==> config.mk <==
export PLATFORM = sky130hd
export DESIGN_NAME = cp15_cache_select_sysctl_regs
export DESIGN_NICKNAME = d
export VERILOG_FILES = /design/src/core/sysctl_pkg.sv /design/src/core/cp15_cache_select_sysctl_regs.sv
export VERILOG_INCLUDE_DIRS = /design/src /design/src/core
export SDC_FILE = /design/constraint.sdc
export NUM_CORES = 1
export LEC_CHECK = 0
export BUFFER_PORTS_ARGS = -buffer_cell sky130_fd_sc_hd__buf_2
export CAP_MARGIN = 20
export CORE_MARGIN = 2
export CORE_UTILIZATION = 40
export CTS_CLUSTER_SIZE = 20
export DETAILED_ROUTE_END_ITERATION = 6
export GPL_ROUTABILITY_DRIVEN = 0
export GPL_TIMING_DRIVEN = 0
export HOLD_SLACK_MARGIN = 0.12
export PLACE_DENSITY = 0.84
export SLEW_MARGIN = 5
export SYNTH_ARGS = -nofsm -noshare
export SYNTH_HDL_FRONTEND = slang
export SYNTH_SLANG_ARGS = --single-unit
==> constraint.sdc <==
create_clock -name ref_clk -period 2.87 [get_ports ref_clk]
set_clock_uncertainty 0.05 [all_clocks]
set_input_delay 0.1435 -clock ref_clk [delete_from_list [all_inputs] [get_ports ref_clk]]
set_output_delay 0.1435 -clock ref_clk [all_outputs]
set_load 0.02 [all_outputs]
==> src/core/sysctl_consts.svh <==
// constants for the cache-select and system-control register group
`ifndef SYSCTL_CONSTS_SVH
`define SYSCTL_CONSTS_SVH
`define OPC1_AUX_ID        3'h1
`define OPC2_AUX_ID        3'h7
`define OPC1_CSEL          3'h2
`define OPC2_CSEL          3'h0
`define OPC1_SYSCTL        3'h0
`define OPC2_SYSCTL        3'h0
`define CRN_ID             4'h0
`define CRN_SYSCTL         4'h1
`define CRM_ZERO           4'h0
`define CSEL_INSTR_BIT     0
`define SCTL_TE_BIT        30
`define SCTL_AFE_BIT       29
`define SCTL_TRE_BIT       28
`define SCTL_EXCEPTION_ENDIANNESS        25
`define SCTL_FIXED_ONES    32'h00C4_0000
`define GEOM_TOP_INSTR     4'h2
`define GEOM_TOP_DATA      4'h7
`define GEOM_NSETS_INSTR   15'h007F
`define GEOM_NSETS_DATA    15'h003F
`define GEOM_ASSOC_INSTR   10'h001
`define GEOM_ASSOC_DATA    10'h003
`define GEOM_LINE          3'h1
`define WORD_ZERO          32'h0000_0000
`endif

==> src/core/sysctl_pkg.sv <==
// types for the cache-select and system-control register group
package sysctl_pkg;
    typedef struct packed {
        logic        valid;
        logic        write;
        logic [2:0]  opc1;
        logic [3:0]  crn;
        logic [3:0]  crm;
        logic [2:0]  opc2;
        logic [31:0] wdata;
    } cop_req_t;

    typedef struct packed {
        logic        valid;
        logic        undef;
        logic [31:0] rdata;
    } cop_resp_t;

    typedef struct packed {
        logic te;
        logic afe;
        logic attr_remap_enable;
        logic ee;
    } sctl_bits_t;

    typedef enum logic [1:0] {
        SEL_NONE,
        SEL_AUX_ID,
        SEL_CSEL,
        SEL_SYSCTL
    } reg_sel_t;
endpackage : sysctl_pkg
==> src/core/cp15_cache_select_sysctl_regs.sv <==
// coprocessor register group: aux id, cache select, system control upper half
// Operation
// - aux id reads all zero
// - aux id at opcode1 1, c0 c0, opcode2 7
// - privileged only; aux id shared
// - cache select banked per security state
// - cache level field reads zero
// - bit 0 picks instruction or data
// - cache select at opcode1 2, c0 c0, 0
// - cache select drives geometry select output
// - user mode access is undefined
// - secure system control write with disable pin is undefined
// - writes to read-only bits ignored
// - system control banked, no stored bits shared
// - bit 30 exception state, reset from pin
// - bit 29 access flag enable, resets 0
// - bit 28 attribute remap enable, resets 0
// - bit 25 copied to status endianness
// - table walks use exception endianness
// - bit 17 reads zero, writes ignored
// - geometry top nibble 0010 instr, 0111 data
`timescale 1ns/1ps
`include "sysctl_consts.svh"

module cp15_cache_select_sysctl_regs (
    input  wire logic                  ref_clk,
    input  wire logic                  rst_b,
    input  wire sysctl_pkg::cop_req_t  cop_req,
    input  wire logic                  priv_mode,
    input  wire logic                  non_secure,
    input  wire logic                  exception_entry,
    input  wire logic                  exception_state_reset_pin,
    input  wire logic                  secure_reg_write_disable,
    output sysctl_pkg::cop_resp_t      cop_resp,
    output logic                       status_endianness_bit,
    output logic                       status_endianness_load,
    output sysctl_pkg::sctl_bits_t     sctl_secure,
    output sysctl_pkg::sctl_bits_t     sctl_non_secure,
    output logic                       walk_big_endian,
    output logic                       geometry_instr_selected
);

    // pin inputs pass two flip-flops
    logic                   te_pin_meta;
    logic                   te_pin_sync;
    logic                   wdis_meta;
    logic                   wdis_sync;
    logic                   was_reset;
    logic                   csel_s;
    logic                   csel_ns;
    sysctl_pkg::sctl_bits_t bank_s;
    sysctl_pkg::sctl_bits_t bank_ns;
    sysctl_pkg::reg_sel_t   sel;
    logic                   is_user;
    logic                   undef_now;
    logic                   wr_ok;
    logic                   cur_csel;
    sysctl_pkg::sctl_bits_t cur_bank;
    logic [31:0]            next_rdata;
    logic [31:0]            geometry_word;

    // synchronisers run through reset so the pin value is settled at release
    always_ff @(posedge ref_clk)
    begin
        te_pin_meta <= exception_state_reset_pin;
        te_pin_sync <= te_pin_meta;
        wdis_meta   <= secure_reg_write_disable;
        wdis_sync   <= wdis_meta;
    end

    // decode
    always_comb
    begin
        sel = sysctl_pkg::SEL_NONE;
        if (cop_req.crn == `CRN_ID && cop_req.crm == `CRM_ZERO
            && cop_req.opc1 == `OPC1_AUX_ID && cop_req.opc2 == `OPC2_AUX_ID
            && !cop_req.write)
        begin
            sel = sysctl_pkg::SEL_AUX_ID;
        end
        else if (cop_req.crn == `CRN_ID && cop_req.crm == `CRM_ZERO
            && cop_req.opc1 == `OPC1_CSEL && cop_req.opc2 == `OPC2_CSEL)
        begin
            sel = sysctl_pkg::SEL_CSEL;
        end
        else if (cop_req.crn == `CRN_SYSCTL && cop_req.crm == `CRM_ZERO
            && cop_req.opc1 == `OPC1_SYSCTL && cop_req.opc2 == `OPC2_SYSCTL)
        begin
            sel = sysctl_pkg::SEL_SYSCTL;
        end
    end

    assign is_user   = !priv_mode;
    // user mode and disabled secure system control writes are refused
    assign undef_now = cop_req.valid && (sel != sysctl_pkg::SEL_NONE) && (is_user
                       || (sel == sysctl_pkg::SEL_SYSCTL && cop_req.write
                           && !non_secure && wdis_sync));
    assign wr_ok     = cop_req.valid && cop_req.write && !undef_now;
    assign cur_csel  = non_secure ? csel_ns : csel_s;
    assign cur_bank  = non_secure ? bank_ns : bank_s;

    // cache select copies, only bit 0 stored
    always_ff @(posedge ref_clk)
    begin
        if (!rst_b)
        begin
            csel_s  <= 1'b0;
            csel_ns <= 1'b0;
        end
        else if (wr_ok && sel == sysctl_pkg::SEL_CSEL)
        begin
            if (non_secure)
                csel_ns <= cop_req.wdata[`CSEL_INSTR_BIT];
            else
                csel_s  <= cop_req.wdata[`CSEL_INSTR_BIT];
        end
    end

    // system control banks; compact-state bit loads from pin after reset
    always_ff @(posedge ref_clk)
    begin
        if (!rst_b)
        begin
            was_reset <= 1'b1;
            bank_s    <= '0;
            bank_ns   <= '0;
        end
        else if (was_reset)
        begin
            was_reset <= 1'b0;
            bank_s.te  <= te_pin_sync;
            bank_ns.te <= te_pin_sync;
        end
        else if (wr_ok && sel == sysctl_pkg::SEL_SYSCTL)
        begin
            // only writable bits are taken
            if (non_secure)
            begin
                bank_ns.te  <= cop_req.wdata[`SCTL_TE_BIT];
                bank_ns.afe <= cop_req.wdata[`SCTL_AFE_BIT];
                bank_ns.attr_remap_enable <= cop_req.wdata[`SCTL_TRE_BIT];
                bank_ns.ee  <= cop_req.wdata[`SCTL_EXCEPTION_ENDIANNESS];
            end
            else
            begin
                bank_s.te  <= cop_req.wdata[`SCTL_TE_BIT];
                bank_s.afe <= cop_req.wdata[`SCTL_AFE_BIT];
                bank_s.attr_remap_enable <= cop_req.wdata[`SCTL_TRE_BIT];
                bank_s.ee  <= cop_req.wdata[`SCTL_EXCEPTION_ENDIANNESS];
            end
        end
    end

    // geometry word for the selected cache
    always_comb
    begin
        if (cur_csel)
            geometry_word = {`GEOM_TOP_INSTR, `GEOM_NSETS_INSTR, `GEOM_ASSOC_INSTR,
                             `GEOM_LINE};
        else
            geometry_word = {`GEOM_TOP_DATA, `GEOM_NSETS_DATA, `GEOM_ASSOC_DATA,
                             `GEOM_LINE};
    end

    // read data
    always_comb
    begin
        next_rdata = `WORD_ZERO;
        case (sel)
            sysctl_pkg::SEL_AUX_ID: next_rdata = `WORD_ZERO;
            sysctl_pkg::SEL_CSEL:
            begin
                next_rdata[`CSEL_INSTR_BIT] = cur_csel;
            end
            sysctl_pkg::SEL_SYSCTL:
            begin
                next_rdata = `SCTL_FIXED_ONES;
                next_rdata[`SCTL_TE_BIT]  = cur_bank.te;
                next_rdata[`SCTL_AFE_BIT] = cur_bank.afe;
                next_rdata[`SCTL_TRE_BIT] = cur_bank.attr_remap_enable;
                next_rdata[`SCTL_EXCEPTION_ENDIANNESS]  = cur_bank.ee;
            end
            default: next_rdata = `WORD_ZERO;
        endcase
    end

    // response, one cycle after the request
    always_ff @(posedge ref_clk)
    begin
        if (!rst_b)
            cop_resp <= '0;
        else
        begin
            cop_resp.valid <= cop_req.valid;
            cop_resp.undef <= undef_now;
            cop_resp.rdata <= (cop_req.valid && !cop_req.write && !undef_now)
                              ? next_rdata : `WORD_ZERO;
        end
    end

    // exception endianness to status and walker, cache select to geometry select
    always_ff @(posedge ref_clk)
    begin
        if (!rst_b)
        begin
            status_endianness_bit   <= 1'b0;
            status_endianness_load  <= 1'b0;
            walk_big_endian         <= 1'b0;
            geometry_instr_selected <= 1'b0;
            sctl_secure             <= '0;
            sctl_non_secure         <= '0;
        end
        else
        begin
            status_endianness_load  <= exception_entry;
            if (exception_entry)
                status_endianness_bit <= cur_bank.ee;
            walk_big_endian         <= cur_bank.ee;
            geometry_instr_selected <= cur_csel;
            sctl_secure             <= bank_s;
            sctl_non_secure         <= bank_ns;
        end
    end

endmodule : cp15_cache_select_sysctl_regs

==> impl_metrics.tcl <==
set metrics [dict create \
    dp_hpwl_um 2230 \
    grt_antenna_before_repair 0 \
    power.density_mw_per_mm2 480 \
    synth_top_family_by_area "simple AND/OR/NAND/NOR gates" \
    cts_setup_buffers 0 \
    wl_met3_um 251 \
    synth_mux_area_frac 0.0751 \
    synth_area_mm2 0.00147 \
    hold_class "in2reg" \
    wl_per_cell_um 10.3 \
    wl_met2_um 1500 \
    diodes 0 \
    grt_pass1_wl_um 4770 \
    peakVddDrop_uv 213 \
    post_synth_xor_area_fraction 0 \
    timing.slew.headroom 0.622 \
    grt_overflow 0 \
    cts_tree "yes" \
    rows 21 \
    drt-met1-wl_um 1160 \
    post_cts_resized 0 \
    async_flop_share 0 \
    nets 294 \
    routed_wl_um 2950 \
    rsz0062_at_grt "false" \
    synth_edf_count 0 \
    grt_pass1_vias 1134 \
    die_width_um 64.5 \
    timing.max_cap.violations 0 \
    avgSynthCellArea_um2 9.84 \
    drive_gt1_frac 0.375 \
    crit_fanout 6 \
    grt_max_degree 12 \
    viasPerCell 4.31 \
    synth_compound_area_frac 0.0648 \
    synth_cell_types 33 \
    ys_ff_latch 35 \
    ys_top_cells_by_area "dfxtp_1 (48%), buf_4 (13%), mux2i_1 (7.5%)" \
    path_class "in2reg" \
    setup_viol 0 \
    vias 1234 \
    clk_latency_ps 340 \
    h-tree-depth 2 \
    start_util 0.429 \
    ys_top_cells_by_count "dfxtp_1 (35), buf_4 (26), nand2_1 (15)" \
    crit_arrival_ps 2230 \
    cts_root_buf "clkbuf_4" \
    p_leak_nw 1.06 \
    final_hold_viol_count 0 \
    routed.top_layer "met4" \
    layout_min_cycle_time_ps 2050 \
    ys_warn_count 0 \
    synthAdderAreaFrac 0 \
    port_buffers 48 \
    synth_top_area_frac 0.478 \
    report.final.slew_viol_count 0 \
    final.period_utilization 0.714 \
    ctsHoldBuffers 12 \
    synth_flop_cell "dfxtp_1" \
    grt.total_usage 0.149 \
    fp.dieH_um 64.5 \
    tightest_slew_ps 562 \
    yosysTopAreaCell "dfxtp_1" \
    cts-buffers-inserted 5 \
    synth_seq_area_share 0.478 \
    core_area_mm2 0.00342 \
    final.setup.tns_ps 0 \
    critPathLaunchType "input port" \
    cts.sinks 35 \
    syn_inst 149 \
    cts.clk_slew.worst_paths_ps 100 \
    utilization 0.602 \
    max_freq_mhz 488 \
    ant_nets 0 \
    drtPass1Iterations 4 \
    dieArea_mm2 0.00417 \
    syn2layout_area_growth_pct 40.3 \
    yosysMostFrequentCell "dfxtp_1" \
    hold_ws_ps 165 \
    endpoint_kind "flip-flop" \
    drt_iter0_drc 56 \
    clk_path_buf_depth 2 \
    crit_required_ps 3050 \
    drc_errors 0 \
    status "completed" \
    ios 101 \
    synthSimpleGateAreaFrac 0.210 \
]
[worst max-delay path: stages]
cell and delay (ps):
dlygate4sd3_1 560, buf_2 160, or4_1 520, a21oi_1 160
a2111oi_0 120, dlygate4sd3_1 560
[layer usage]
layer | vias to the layer above | track usage
li1 | 636 | -
met1 | 531 | 0.156
met2 | 61 | 0.271
met3 | 6 | 0.0451
met4 | 0 | 0.0718
met5 | - | 0
[layout make-up]
type	count	area (µm²)
Fill cell	306	1360
Sequential cell	35	701
Multi-Input combinational cell	97	603
Timing Repair Buffer	60	360
Buffer	29	208
Tap cell	46	57.6
Clock buffer	6	51.3
Inverter	11	41.3
Clock inverter	2	35.0
[flip-flops by register name, summed over array words and instances (netlist names), 4 cells and up]
signal and cells:
bank_s 4, sctl_non_secure 4, sctl_secure 4, cop_resp 8, bank_ns 4
[placed cells by master, fill, tap and decap left out, drive strengths merged, types with 2 or more instances in the layout]
| master | count |
|---|---|
| o21ai | 2 |
| and3 | 2 |
| clkbuf | 8 |
| nand2 | 15 |
| nand4 | 2 |
| dfxtp | 35 |
| nand3 | 4 |
| nor2 | 9 |
| dlygate4sd3 | 12 |
| mux2i | 11 |
| nor4 | 5 |
| conb | 24 |
| o41ai | 2 |
| o311ai | 2 |
| inv | 11 |
| and2 | 4 |
| buf | 75 |
| o31ai | 2 |
| nor2b | 2 |
[final timing paths]
check                        from                      to  slack (ps)  depth (start not counted)
min reg2reg     wdis_meta$_DFF_P_       wdis_sync$_DFF_P_         280                          0
max                   cop_req[46]  cop_resp[0]$_SDFF_PN0_         820                          6
max reg2reg  csel_ns$_SDFFE_PN0P_  cop_resp[0]$_SDFF_PN0_        1090                          5
min                         rst_b       was_reset$_DFF_P_         160                          2
[logic make-up (layout without fill, tap and decap cells)]
group,count (synthesis),in the layout
buffers and inverters,40,108
multiplexers,11,11
AND/OR/NAND/NOR,49,49
AO/OA/AOI/OAI,13,13
other,1,24
flip-flops,35,35
[where the power goes]
| part | total (W) | internal (W) | switching (W) |
|---|---|---|---|
| registers | 0.000499 | 0.000494 | 0.00000413 |
| logic | 0.000129 | 0.0000585 | 0.0000707 |
| clock network | 0.000360 | 0.000206 | 0.000154 |
[stage by stage]
stage | total power [W] | area (µm²) | std cells | worst slack [ps]
after floorplan | 0.000592 | 1550 | 172 | 1440
after global placement | 0.000622 | 1850 | 266 | 1140
after detailed placement | 0.000624 | 1850 | 266 | 1100
after CTS | 0.000994 | 2060 | 286 | 899
after global routing | 0.00103 | 2060 | 286 | 729
final | 0.000988 | 2060 | 286 | 820
No activity file was read; power rests on OpenSTA's default activity.
